==> src/core/dtt_pkg.sv <==
package dtt_pkg;
    // Clock and derived timing counts
    localparam int CLK_PS       = 25_000;
    localparam int TS_RES_PS    = 8_333;
    localparam int TS_STEP      = CLK_PS / TS_RES_PS;
    localparam int US_NS        = 1_000;
    localparam int US_CYC       = (US_NS * 1_000) / CLK_PS;
    localparam int MASK_FAST_US = 10;
    localparam int MASK_SLOW_US = 100;
    localparam int MASK_FAST    = MASK_FAST_US * US_CYC;
    localparam int MASK_SLOW    = MASK_SLOW_US * US_CYC;

    // Sizes
    localparam int TS_W         = 48;
    localparam int DEPTH        = 16;
    localparam int PTR_W        = 4;
    localparam int TGT_STAGES   = 8;
    localparam int NTRIG        = 2;

    // Register byte addresses
    localparam logic [7:0] A_CTRL    = 8'h00;
    localparam logic [7:0] A_STAT    = 8'h04;
    localparam logic [7:0] A_TS_LO   = 8'h08;
    localparam logic [7:0] A_TS_HI   = 8'h0C;
    localparam logic [7:0] A_TIN     = 8'h10;
    localparam logic [7:0] A_TOUT    = 8'h14;
    localparam logic [7:0] A_TWIDTH  = 8'h18;
    localparam logic [7:0] A_IRQ_ST  = 8'h1C;
    localparam logic [7:0] A_IRQ_MSK = 8'h20;
    localparam logic [7:0] A_RD_IDX  = 8'h24;
    localparam logic [7:0] A_RD_DAT  = 8'h28;
    localparam logic [7:0] A_RD_TSL  = 8'h2C;
    localparam logic [7:0] A_RD_TSH  = 8'h30;

    // Control field positions
    localparam int C_RUN   = 0;
    localparam int C_SWTR  = 1;
    localparam int C_POL   = 2;
    localparam int C_SLOW  = 4;
    localparam int C_CONN  = 5;
    localparam int C_CORE  = 6;

    // Trigger input field layout, one byte per channel
    localparam int TI_LANE = 8;
    localparam int TI_ACT  = 3;
    localparam int TI_EN   = 4;

    // Interrupt bits
    localparam int IRQ_OVF  = 0;
    localparam int IRQ_FULL = 1;
    localparam int IRQ_BRK  = 2;
    localparam int IRQ_TRG0 = 3;
    localparam int IRQ_W    = 5;

    // Reset values
    localparam logic [31:0] CTRL_RST   = 32'h0000_0000;
    localparam logic [31:0] TIN_RST    = 32'h0000_0000;
    localparam logic [3:0]  TOUT_RST   = 4'h0;
    localparam logic [31:0] TWIDTH_RST = 32'h0001_0001;

    // Storage policies
    localparam logic [1:0] POL_RING  = 2'h0;
    localparam logic [1:0] POL_STOP  = 2'h1;
    localparam logic [1:0] POL_BREAK = 2'h2;

    // Trigger input detection modes
    localparam logic [2:0] TRG_RISE = 3'h0;
    localparam logic [2:0] TRG_FALL = 3'h1;
    localparam logic [2:0] TRG_BOTH = 3'h2;
    localparam logic [2:0] TRG_LOW  = 3'h3;
    localparam logic [2:0] TRG_HIGH = 3'h4;

    typedef enum logic [1:0] {
        ST_IDLE,
        ST_STAMP,
        ST_RUN,
        ST_HALT
    } dtt_state_t;

    typedef struct packed {
        logic        ovf;
        logic [31:0] data;
    } dtt_rec_t;

    typedef struct packed {
        logic [TS_W-1:0] ts;
        dtt_rec_t        rec;
    } dtt_entry_t;

    typedef struct packed {
        logic        cyc;
        logic        stb;
        logic        we;
        logic [3:0]  sel;
        logic [7:0]  adr;
        logic [31:0] dat;
    } dtt_wb_req_t;
endpackage : dtt_pkg

==> src/core/dtt_unit.sv <==
// Design decisions made here: the placing of the registers and the Wishbone slave port.
`timescale 1ns/10ps
// Contract
// [RL1] Each combined PC plus value trace entry takes one target buffer stage.
// [RL2] After seven filled stages the target stores an overflow marker in the eighth.
// [RL3] Every received record gets a timestamp of 8.333 ns resolution, 27 days range.
// [RL4] Timestamp marks arrival at the emulator, not target execution time.
// [RL5] Timestamp counter runs before target execution is allowed.
// [RL6] Recording starts with program run and ends on a break.
// [RL7] Storage policies: ring overwrite, stop when full, break when full.
// [RL8] Acquisition favours target speed; the link is never stalled.
// [RL9] One core traced per connection; changing core needs reconnection.
// [RL10] Two trigger input channels and two trigger output channels.
// [RL11] Trigger inputs detect rising, falling, both edges, low or high level.
// [RL12] Trigger input breaks under software trace, else breaks or stops recording.
// [RL13] Break detection pulses a trigger output, set polarity, 1 to 65535 us.
// [RL14] Without software trace, breaks masked 10 us after start, 100 us on slow oscillator.
// [RL15] While tracing or triggers active, block memory access, event edits, reads, status; code blocks only trace reads and A_TIN writes.
// [RL16] Received trace records are stored in emulator-side memory.
// [RL17] Target sends no trace records when no emulator is connected.
// [RL18] Output pulse width timed by 16-bit down-counter on a 1 us tick.
// [RL19] Trigger inputs pass a two-stage synchroniser before detection.
module dtt_unit (
    // Clock and reset
    input  wire logic                  clk_i,
    input  wire logic                  rst_i,
    // Wishbone slave
    input  wire dtt_pkg::dtt_wb_req_t  wb_req_i,
    output logic                       wb_ack_o,
    output logic [31:0]                wb_dat_o,
    output logic                       irq_o,
    // Debug link receiver side
    input  wire logic                  rec_valid_i,
    input  wire dtt_pkg::dtt_rec_t     rec_i,
    input  wire logic                  tgt_push_i,
    input  wire logic                  tgt_brk_i,
    output logic                       run_o,
    output logic                       brk_req_o,
    output logic                       trc_stop_o,
    output logic                       link_conn_o,
    output logic [1:0]                 core_sel_o,
    output logic                       block_o,
    // External trigger pins
    input  wire logic [1:0]            trig_in_i,
    output logic [1:0]                 trig_out_o
);

    function automatic logic [31:0] sel_merge(input logic [31:0] old_v,
                                              input logic [31:0] new_v,
                                              input logic [3:0]  sel);
        logic [31:0] res;
        res = old_v;
        for (int b = 0; b < 4; b++) begin
            if (sel[b]) begin
                res[8*b +: 8] = new_v[8*b +: 8];
            end
        end
        return res;
    endfunction : sel_merge

    function automatic logic trig_hit(input logic [2:0] mode,
                                      input logic       cur,
                                      input logic       prev);
        logic hit;
        hit = 1'b0;
        case (mode)
            dtt_pkg::TRG_RISE: hit = cur & ~prev;
            dtt_pkg::TRG_FALL: hit = ~cur & prev;
            dtt_pkg::TRG_BOTH: hit = cur ^ prev;
            dtt_pkg::TRG_LOW:  hit = ~cur;
            dtt_pkg::TRG_HIGH: hit = cur;
            default:           hit = 1'b0;
        endcase
        return hit;
    endfunction : trig_hit

    // Registers
    dtt_pkg::dtt_state_t            state_r;
    dtt_pkg::dtt_state_t            state_nxt;
    logic [31:0]                    ctrl_r;
    logic [31:0]                    tin_r;
    logic [3:0]                     tout_r;
    logic [31:0]                    twidth_r;
    logic [dtt_pkg::IRQ_W-1:0]      irq_st_r;
    logic [dtt_pkg::IRQ_W-1:0]      irq_msk_r;
    logic [dtt_pkg::PTR_W-1:0]      rd_idx_r;
    logic [dtt_pkg::TS_W-1:0]       ts_r;
    logic                           ts_run_r;
    dtt_pkg::dtt_entry_t            mem_r [dtt_pkg::DEPTH];
    logic [dtt_pkg::PTR_W-1:0]      wr_ptr_r;
    logic [dtt_pkg::PTR_W:0]        count_r;
    logic                           rec_stop_r;
    logic [3:0]                     stage_r;
    logic [11:0]                    mask_cnt_r;
    logic [5:0]                     us_cnt_r;
    logic                           us_tick_r;
    logic [1:0]                     sync1_r;
    logic [1:0]                     sync2_r;
    logic [1:0]                     prev_r;
    logic [15:0]                    pulse_cnt_r [2];
    logic                           conn_r;

    // Bus decode
    wire        wb_hit  = wb_req_i.cyc & wb_req_i.stb & ~wb_ack_o;
    wire        wb_wr   = wb_hit & wb_req_i.we;
    wire [7:0]  adr     = wb_req_i.adr;
    wire        wr_ctrl = wb_wr & (adr == dtt_pkg::A_CTRL);
    wire        wr_tin  = wb_wr & (adr == dtt_pkg::A_TIN);
    wire        wr_tout = wb_wr & (adr == dtt_pkg::A_TOUT);
    wire        wr_tw   = wb_wr & (adr == dtt_pkg::A_TWIDTH);
    wire        wr_ist  = wb_wr & (adr == dtt_pkg::A_IRQ_ST);
    wire        wr_imsk = wb_wr & (adr == dtt_pkg::A_IRQ_MSK);
    wire        wr_ridx = wb_wr & (adr == dtt_pkg::A_RD_IDX);
    wire [31:0] wdat    = sel_merge(32'h0000_0000, wb_req_i.dat, wb_req_i.sel);

    // Control fields
    wire       run_req  = ctrl_r[dtt_pkg::C_RUN];
    wire       sw_trace = ctrl_r[dtt_pkg::C_SWTR];
    wire [1:0] policy   = ctrl_r[dtt_pkg::C_POL +: 2];
    wire       slow_osc = ctrl_r[dtt_pkg::C_SLOW];
    wire       conn_req = ctrl_r[dtt_pkg::C_CONN];
    wire [1:0] core_req = ctrl_r[dtt_pkg::C_CORE +: 2];

    // Trigger detection [RL10] [RL11]
    wire [1:0] tin_en;
    wire [1:0] tin_stop;
    wire [1:0] tin_hit;
    for (genvar n = 0; n < dtt_pkg::NTRIG; n++) begin : g_tin
        assign tin_en[n]   = tin_r[n*dtt_pkg::TI_LANE + dtt_pkg::TI_EN];
        assign tin_stop[n] = tin_r[n*dtt_pkg::TI_LANE + dtt_pkg::TI_ACT];
        assign tin_hit[n]  = tin_en[n] & (state_r == dtt_pkg::ST_RUN)
                           & trig_hit(tin_r[n*dtt_pkg::TI_LANE +: 3], sync2_r[n], prev_r[n]);
    end
    // Software trace forces break action; otherwise per-channel choice [RL12]
    wire       trg_brk  = |(tin_hit & (~tin_stop | {2{sw_trace}}));
    wire       trg_stop = |(tin_hit & tin_stop) & ~sw_trace;

    // Storage state
    wire       full      = (count_r == (dtt_pkg::PTR_W+1)'(dtt_pkg::DEPTH));
    wire       recording = (state_r == dtt_pkg::ST_RUN) & ~rec_stop_r;    // [RL6]
    wire       ring      = (policy == dtt_pkg::POL_RING);
    wire       store     = recording & rec_valid_i & (ring | ~full);      // [RL7] [RL8]
    wire       full_hit  = recording & rec_valid_i & ~ring & full;
    wire       full_brk  = full_hit & (policy == dtt_pkg::POL_BREAK);

    // Break detection with start-up mask [RL14]
    wire       brk_det  = (state_r == dtt_pkg::ST_RUN) & tgt_brk_i
                        & (sw_trace | (mask_cnt_r == 12'h000));

    // Block when tracing or trigger functions in use [RL15]
    wire       busy     = (state_r != dtt_pkg::ST_IDLE)
                        & (sw_trace | (|tin_en) | tout_r[1] | tout_r[3]);

    // Run sequencing: stamp counter first, then release target [RL5] [RL6]
    always_comb begin
        state_nxt = state_r;
        case (state_r)
            dtt_pkg::ST_IDLE:  if (run_req & conn_r) state_nxt = dtt_pkg::ST_STAMP;
            dtt_pkg::ST_STAMP: state_nxt = dtt_pkg::ST_RUN;
            dtt_pkg::ST_RUN: begin
                if (!run_req) begin
                    state_nxt = dtt_pkg::ST_IDLE;
                end else if (brk_det) begin
                    state_nxt = dtt_pkg::ST_HALT;
                end
            end
            dtt_pkg::ST_HALT:  if (!run_req) state_nxt = dtt_pkg::ST_IDLE;
            default:           state_nxt = dtt_pkg::ST_IDLE;
        endcase
    end

    // Interrupt events; set wins over a write-one clear
    wire [dtt_pkg::IRQ_W-1:0] irq_ev  = {tin_hit, brk_det, full_hit,
                                         rec_valid_i & rec_i.ovf & recording};
    wire [dtt_pkg::IRQ_W-1:0] irq_nxt = (irq_st_r & ~(wr_ist ? wdat[dtt_pkg::IRQ_W-1:0]
                                                             : '0)) | irq_ev;

    // Read selection
    dtt_pkg::dtt_entry_t      rd_ent;
    assign rd_ent = mem_r[rd_idx_r];
    wire [31:0] stat_w = {8'h00, wr_ptr_r, 3'h0, count_r, stage_r,
                          2'h0, busy, rec_stop_r, full, ts_run_r,
                          state_r == dtt_pkg::ST_HALT, state_r == dtt_pkg::ST_RUN};
    wire [31:0] rd_mux =
        (adr == dtt_pkg::A_CTRL)    ? ctrl_r :
        (adr == dtt_pkg::A_STAT)    ? stat_w :
        (adr == dtt_pkg::A_TS_LO)   ? ts_r[31:0] :
        (adr == dtt_pkg::A_TS_HI)   ? {16'h0000, ts_r[47:32]} :
        (adr == dtt_pkg::A_TIN)     ? tin_r :
        (adr == dtt_pkg::A_TOUT)    ? {28'h000_0000, tout_r} :
        (adr == dtt_pkg::A_TWIDTH)  ? twidth_r :
        (adr == dtt_pkg::A_IRQ_ST)  ? {27'h000_0000, irq_st_r} :
        (adr == dtt_pkg::A_IRQ_MSK) ? {27'h000_0000, irq_msk_r} :
        (adr == dtt_pkg::A_RD_IDX)  ? {28'h000_0000, rd_idx_r} :
        (busy)                      ? 32'h0000_0000 :           // [RL15]
        (adr == dtt_pkg::A_RD_DAT)  ? rd_ent.rec.data :
        (adr == dtt_pkg::A_RD_TSL)  ? rd_ent.ts[31:0] :
        (adr == dtt_pkg::A_RD_TSH)  ? {rd_ent.rec.ovf, 15'h0000, rd_ent.ts[47:32]} :
                                      32'h0000_0000;

    // Bus slave
    always_ff @(posedge clk_i) begin
        if (rst_i) begin
            wb_ack_o <= 1'b0;
            wb_dat_o <= 32'h0000_0000;
        end else begin
            wb_ack_o <= wb_hit;
            wb_dat_o <= wb_hit ? rd_mux : 32'h0000_0000;
        end
    end

    // Software registers
    always_ff @(posedge clk_i) begin
        if (rst_i) begin
            ctrl_r    <= dtt_pkg::CTRL_RST;
            tin_r     <= dtt_pkg::TIN_RST;
            tout_r    <= dtt_pkg::TOUT_RST;
            twidth_r  <= dtt_pkg::TWIDTH_RST;
            irq_st_r  <= '0;
            irq_msk_r <= '0;
            rd_idx_r  <= '0;
            irq_o     <= 1'b0;
        end else begin
            if (wr_ctrl) ctrl_r <= sel_merge(ctrl_r, wb_req_i.dat, wb_req_i.sel);
            if (wr_tin && !busy) tin_r <= sel_merge(tin_r, wb_req_i.dat, wb_req_i.sel); // [RL15]
            if (wr_tout) tout_r <= wdat[3:0];
            if (wr_tw) twidth_r <= sel_merge(twidth_r, wb_req_i.dat, wb_req_i.sel);
            if (wr_imsk) irq_msk_r <= wdat[dtt_pkg::IRQ_W-1:0];
            if (wr_ridx) rd_idx_r <= wdat[dtt_pkg::PTR_W-1:0];
            irq_st_r <= irq_nxt;
            irq_o    <= |(irq_nxt & irq_msk_r);
        end
    end

    // Connection and core selection, core latched only at connect [RL9]
    always_ff @(posedge clk_i) begin
        if (rst_i) begin
            conn_r      <= 1'b0;
            link_conn_o <= 1'b0;
            core_sel_o  <= 2'h0;
        end else begin
            conn_r      <= conn_req;
            link_conn_o <= conn_req;
            if (conn_req && !conn_r) core_sel_o <= core_req;             // [RL9]
        end
    end

    // Timestamp counter: advances by three 8.333 ns units per clock [RL3] [RL5]
    always_ff @(posedge clk_i) begin
        if (rst_i) begin
            ts_r     <= '0;
            ts_run_r <= 1'b0;
        end else if (state_r == dtt_pkg::ST_IDLE) begin
            ts_run_r <= 1'b0;
            if (state_nxt == dtt_pkg::ST_STAMP) ts_r <= '0;
        end else begin
            ts_run_r <= 1'b1;
            ts_r     <= ts_r + dtt_pkg::TS_W'(dtt_pkg::TS_STEP);         // [RL3]
        end
    end

    // Sequencer, target control and start-up mask
    always_ff @(posedge clk_i) begin
        if (rst_i) begin
            state_r    <= dtt_pkg::ST_IDLE;
            run_o      <= 1'b0;
            brk_req_o  <= 1'b0;
            trc_stop_o <= 1'b0;
            block_o    <= 1'b0;
            mask_cnt_r <= 12'h000;
        end else begin
            state_r    <= state_nxt;
            run_o      <= (state_nxt == dtt_pkg::ST_RUN) & ts_run_r;     // [RL5]
            block_o    <= busy;                                          // [RL15]
            if (state_nxt != dtt_pkg::ST_RUN) begin
                brk_req_o <= 1'b0;
            end else if (trg_brk || full_brk) begin
                brk_req_o <= 1'b1;                                       // [RL12] [RL7]
            end
            if (state_r == dtt_pkg::ST_IDLE) begin
                trc_stop_o <= 1'b0;
            end else if (trg_stop) begin
                trc_stop_o <= 1'b1;                                      // [RL12]
            end
            if (state_r == dtt_pkg::ST_STAMP) begin
                mask_cnt_r <= slow_osc ? 12'(dtt_pkg::MASK_SLOW)
                                       : 12'(dtt_pkg::MASK_FAST);        // [RL14]
            end else if (mask_cnt_r != 12'h000) begin
                mask_cnt_r <= mask_cnt_r - 12'h001;
            end
        end
    end

    // Emulator-side storage, stamped at arrival [RL16] [RL4] [RL7]
    always_ff @(posedge clk_i) begin
        if (rst_i) begin
            wr_ptr_r   <= '0;
            count_r    <= '0;
            rec_stop_r <= 1'b0;
        end else if (state_r == dtt_pkg::ST_STAMP) begin
            wr_ptr_r   <= '0;
            count_r    <= '0;
            rec_stop_r <= 1'b0;
        end else begin
            if (store) begin
                mem_r[wr_ptr_r] <= '{ts: ts_r, rec: rec_i};              // [RL4] [RL16]
                wr_ptr_r        <= wr_ptr_r + 4'h1;                      // [RL7]
                if (!full) count_r <= count_r + 5'h01;
            end
            if (full_hit) rec_stop_r <= 1'b1;                            // [RL7]
        end
    end

    // Target buffer stage tracking, one stage per entry [RL1] [RL2]
    always_ff @(posedge clk_i) begin
        if (rst_i || state_r == dtt_pkg::ST_IDLE) begin
            stage_r <= 4'h0;
        end else if (tgt_push_i && !rec_valid_i
                     && stage_r != 4'(dtt_pkg::TGT_STAGES)) begin
            stage_r <= stage_r + 4'h1;                                   // [RL1]
        end else if (rec_valid_i && !tgt_push_i && stage_r != 4'h0) begin
            stage_r <= stage_r - 4'h1;
        end
    end

    // Trigger input synchroniser [RL19]
    always_ff @(posedge clk_i) begin
        if (rst_i) begin
            sync1_r <= 2'h0;
            sync2_r <= 2'h0;
            prev_r  <= 2'h0;
        end else begin
            sync1_r <= trig_in_i;                                        // [RL19]
            sync2_r <= sync1_r;
            prev_r  <= sync2_r;
        end
    end

    // One microsecond tick [RL18]
    always_ff @(posedge clk_i) begin
        if (rst_i) begin
            us_cnt_r  <= 6'h00;
            us_tick_r <= 1'b0;
        end else if (brk_det || us_cnt_r == 6'(dtt_pkg::US_CYC - 1)) begin
            us_cnt_r  <= 6'h00;
            us_tick_r <= ~brk_det;
        end else begin
            us_cnt_r  <= us_cnt_r + 6'h01;
            us_tick_r <= 1'b0;
        end
    end

    // Trigger output pulses on break detection [RL13] [RL18]
    for (genvar n = 0; n < dtt_pkg::NTRIG; n++) begin : g_tout
        wire [15:0] width = twidth_r[16*n +: 16];
        wire        pol   = tout_r[2*n];
        wire        en    = tout_r[2*n+1];
        logic [15:0] cnt_nxt;
        always_comb begin
            cnt_nxt = pulse_cnt_r[n];
            if (brk_det && en) begin
                cnt_nxt = (width == 16'h0000) ? 16'h0001 : width;      // [RL13]
            end else if (us_tick_r && pulse_cnt_r[n] != 16'h0000) begin
                cnt_nxt = pulse_cnt_r[n] - 16'h0001;                   // [RL18]
            end
        end
        always_ff @(posedge clk_i) begin
            if (rst_i) begin
                pulse_cnt_r[n] <= 16'h0000;
                trig_out_o[n]  <= 1'b1;
            end else begin
                pulse_cnt_r[n] <= cnt_nxt;
                trig_out_o[n]  <= (cnt_nxt != 16'h0000) ? pol : ~pol;  // [RL13]
            end
        end
    end

endmodule : dtt_unit

==> config.mk <==
export PLATFORM = sky130hd
export DESIGN_NAME = dtt_unit
export DESIGN_NICKNAME = d
export VERILOG_FILES = /design/src/core/dtt_pkg.sv /design/src/core/dtt_unit.sv
export SDC_FILE = /design/constraint.sdc
export NUM_CORES = 2
export LEC_CHECK = 0
export BUFFER_PORTS_ARGS = -buffer_cell sky130_fd_sc_hd__buf_4
export CORE_UTILIZATION = 50
export CTS_CLUSTER_SIZE = 40
export DETAILED_ROUTE_END_ITERATION = 8
export PLACE_DENSITY = 0.65
export SLEW_MARGIN = 0
export SYNTH_ARGS = -nofsm -noshare
export SYNTH_HDL_FRONTEND = slang
export SYNTH_SLANG_ARGS = --single-unit
==> constraint.sdc <==
create_clock -name clk_i -period 5.3 [get_ports clk_i]
set_input_delay 0.265 -clock clk_i [delete_from_list [all_inputs] [get_ports clk_i]]
set_output_delay 0.265 -clock clk_i [all_outputs]
set_load 0.01 [all_outputs]
==> impl_metrics.json <==
{
  "cellLeakagePower_nw": 22.55,
  "rsz0062_at_grt": "no",
  "synth_nets": 3766,
  "grt_pass1_wl_um": 233200,
  "area_growth_pct": 14.21,
  "synth_edf_count": 1296,
  "multi_input_area_sq_um": 17000,
  "grt-ovfl-total": 0,
  "clk_path_buf_depth": 3,
  "cpMaxStageDelayCell": "dfxtp_4",
  "cts_sinks": 1579,
  "clk_pin_slew_worst_paths_ns": 0.06,
  "track_usage": 0.2516,
  "yosysSeqAreaShare": 0.7131,
  "synth_top_flop_cell": "edfxtp_1",
  "htreeDepth": 4,
  "crit_type": "reg -> reg",
  "cts_root_buffer": "clkbuf_16",
  "wl_per_cell_um": 27.82,
  "yosysUniqueCellTypes": 77,
  "dieWidth_um": 355.6,
  "rows": 129,
  "portBuffers": 129,
  "period_share": 0.7361,
  "die-height_um": 355.6,
  "dr.pass1.iters": 8,
  "fillers": 9162,
  "hold_ws_ns": 0.1032,
  "num_io_pins": 130,
  "dp_hpwl_um": 91230,
  "hold_viol": 0,
  "vdd_drop_max_mv": 0.3370,
  "grt_pass1_vias": 35060,
  "nets": 4020,
  "cp_max_fo": 45,
  "avgSynthCellArea_sq_um": 17.09,
  "hold_path_class": "in -> reg",
  "start_util": 0.5050,
  "drv_cap": 0,
  "vias": 35190,
  "tns_ns": 0,
  "synthArstFlopShare": 0,
  "drt_wl_total_um": 157900,
  "antenna_found_initial": 4,
  "critPathRequiredTime_ns": 5.90,
  "failed_checks": "design-rule violations",
  "min_path_cells": 5,
  "drtIter0Drc": 4045,
  "ys_ff_latch": 1579,
  "p_per_area_nw_per_um2": 345.2,
  "die_area_sq_um": 126500,
  "tightest_slew_ns": 1.353,
  "path_cells": "buf_12 > buf_12 > mux4_2 > mux4_2 > nor2b_1 > o21ai_0 > a31oi_1",
  "reg2reg_slack_ns": 1.40,
  "synth-warning-count": 0,
  "cp-end-kind": "flop",
  "drive_gt1_frac": 0.2121,
  "seq_area_sq_um": 44600,
  "fmax_mhz": 256.3,
  "syn-cell-area_sq_um": 62520,
  "place_congestion": 0.9089,
  "synthCells": 3659,
  "grt_max_degree": 108,
  "cts_tree": "built",
  "outcome": "finished, violations left",
  "routed_via_density": 6.201,
  "cp-endpoint": "wb_dat_o[31]",
  "setup_viol": 0,
  "drc_errors": 19,
  "min_period_ns": 3.901,
  "cts_repair_resize_count": 0,
  "arrival_ns": 4.50,
  "core_area_sq_um": 123800,
  "cts_buffers": 159,
  "rr_worst_depth": 7,
  "reg2reg_to": "wb_dat_o[31]",
  "final_antenna_net_count": 0,
  "slowest_delay_ns": 0.82,
  "cp-start-kind": "flop",
  "clk_latency_ns": 0.78,
  "slew_headroom": 0.08992,
  "skew_ns": 0.03097,
  "final_max_slew_viol_count": 0
}
sequential cells by signal, indices dropped and copies added, names as in the netlist, 2 cells and up, named ones only:
register / flops
us_cnt_r: 6
wb_dat_o: 32
twidth_r: 32
sync2_r: 2
count_r: 5
rd_idx_r: 4
pulse_cnt_r: 32
prev_r: 2
ctrl_r: 32
mem_r: 1296
core_sel_o: 2
tout_r: 4
irq_msk_r: 5
state_r: 2
mask_cnt_r: 12
tin_r: 32
sync1_r: 2
wr_ptr_r: 4
trig_out_o: 2
irq_st_r: 5
ts_r: 48
stage_r: 4
metal layers:
| metal | track usage | wire length (um) | up-vias |
|---|---|---|---|
| met5 | 0 | 13 | - |
| met4 | 0.08526 | 4693 | 2 |
| met3 | 0.03534 | 11740 | 299 |
| met2 | 0.4033 | 75990 | 1486 |
| met1 | 0.3563 | 65430 | 18220 |
| li1 | - | - | 15190 |
worst min-delay path by stage:
stage,startpoint,to
detailed placement,sync1_r[1],sync2_r[1]
CTS,rec_valid_i,stage_r[2]
floorplan,rec_i[0],mem_r[0][0]
finish,rec_valid_i,stage_r[2]
global placement,us_cnt_r[0],us_cnt_r[0]
global route,rec_valid_i,stage_r[2]
area by class of cell:
| class | instances | share of cell area |
|---|---|---|
| Clock buffer | 209 | 0.05966 |
| Inverter | 44 | 0.002313 |
| Clock inverter | 75 | 0.01022 |
| Timing Repair Buffer | 288 | 0.03639 |
| Sequential cell | 1579 | 0.6246 |
| Antenna cell | 2 | 0.00007009 |
| Multi-Input combinational cell | 1841 | 0.2381 |
| Tap cell | 1637 | 0.02868 |
worst max-delay path: cells and delay by family (launching register included):
family	cells	cell delay [ns]
AOI/OAI and AO/OA	2	0.93
buffers and inverters	2	0.69
DFF	1	0.82
muxes	2	1.04
and+or+nand+nor	1	0.21
cell families (layout without fill, tap and decap cells):
kind of cell             Yosys count  after routing  share of synthesized area
adder cells (fa/ha/maj)           20             20                   0.004123
buffers and inverters            239            616                    0.01645
XOR/XNOR                          49             49                   0.006864
multiplexers                     434            434                     0.1430
flip-flops                      1579           1579                     0.7131
AO/OA/AOI/OAI                    518            518                    0.05399
AND/OR/NAND/NOR                  820            820                    0.06250
other                              0              2                          0
repair_timing:
action,CTS,global route
hold buffers,78,0
setup buffers,0,0
endpoints found under the hold margin,669,0
cell usage after synthesis, drive strengths merged (5+ instances only):
| cell type | instances | share of area |
|---|---|---|
| edfxtp | 1296 | 0.62 |
| mux4 | 366 | 0.13 |
| dfxtp | 283 | 0.091 |
| nand2 | 264 | 0.016 |
| a21oi | 196 | 0.016 |
| nor2 | 190 | 0.011 |
| nand3 | 122 | 0.0098 |
| clkbuf | 111 | 0.0068 |
| buf | 83 | 0.0068 |
| o21ai | 60 | 0.0050 |
| mux2i | 54 | 0.0086 |
| inv | 44 | 0.0026 |
| a221oi | 43 | 0.0060 |
| nor3 | 39 | 0.0031 |
| nor2b | 35 | 0.0035 |
| a22oi | 32 | 0.0038 |
| a22o | 31 | 0.0043 |
| a211oi | 30 | 0.0037 |
| xnor2 | 30 | 0.0042 |
| nor4 | 29 | 0.0032 |
| and2 | 26 | 0.0026 |
| o22ai | 26 | 0.0026 |
| o211ai | 23 | 0.0028 |
| a31oi | 22 | 0.0022 |
| nand4 | 22 | 0.0022 |
| and3 | 19 | 0.0019 |
| ha | 19 | 0.0038 |
| xor2 | 19 | 0.0027 |
| or3 | 16 | 0.0016 |
| mux2 | 14 | 0.0025 |
| or2 | 12 | 0.0012 |
| nand2b | 11 | 0.0011 |
| or4 | 8 | 0.0011 |
| a221o | 6 | 0.00096 |
| nand3b | 6 | 0.00072 |
| nor4b | 6 | 0.0011 |
| o32ai | 6 | 0.00084 |
| a222oi | 5 | 0.00080 |
| nor3b | 5 | 0.00060 |
| o21a | 5 | 0.00060 |
cell usage in the layout, fill, tap and decap left out, drive strengths merged, types with 47 or more instances in the layout:
master,count
a21oi,196
buf,210
clkbuf,209
clkinv,60
dfxtp,283
dlygate4sd3,78
edfxtp,1296
inv,47
mux2i,54
mux4,366
nand2,264
nand3,122
nor2,190
o21ai,60
through the flow:
stage / std cells / utilization / cell area [sq um] / power (mW) / setup slack, ns
6_report: 5675 / 0.5768 / 71410 / 24.65 / 1.399
4_1_cts: 5673 / 0.5768 / 71400 / 24.81 / 1.361
5_1_grt: 5675 / 0.5768 / 71410 / 25.32 / 1.238
3_5_place_dp: 5311 / 0.5302 / 65630 / 14.04 / 1.358
3_3_place_gp: 5311 / 0.5302 / 65630 / 14.04 / 1.361
2_1_floorplan: 3659 / - / 62520 / 13.86 / 0.05348
report_power, final:
group	internal, mW	leakage, nW	switching (mW)
registers	13.3	14.3	0.0344
logic	0.191	5.82	0.282
clock network	6.16	2.43	4.66
total	19.7	22.6	4.97
No activity file was read; power rests on OpenSTA's default activity.
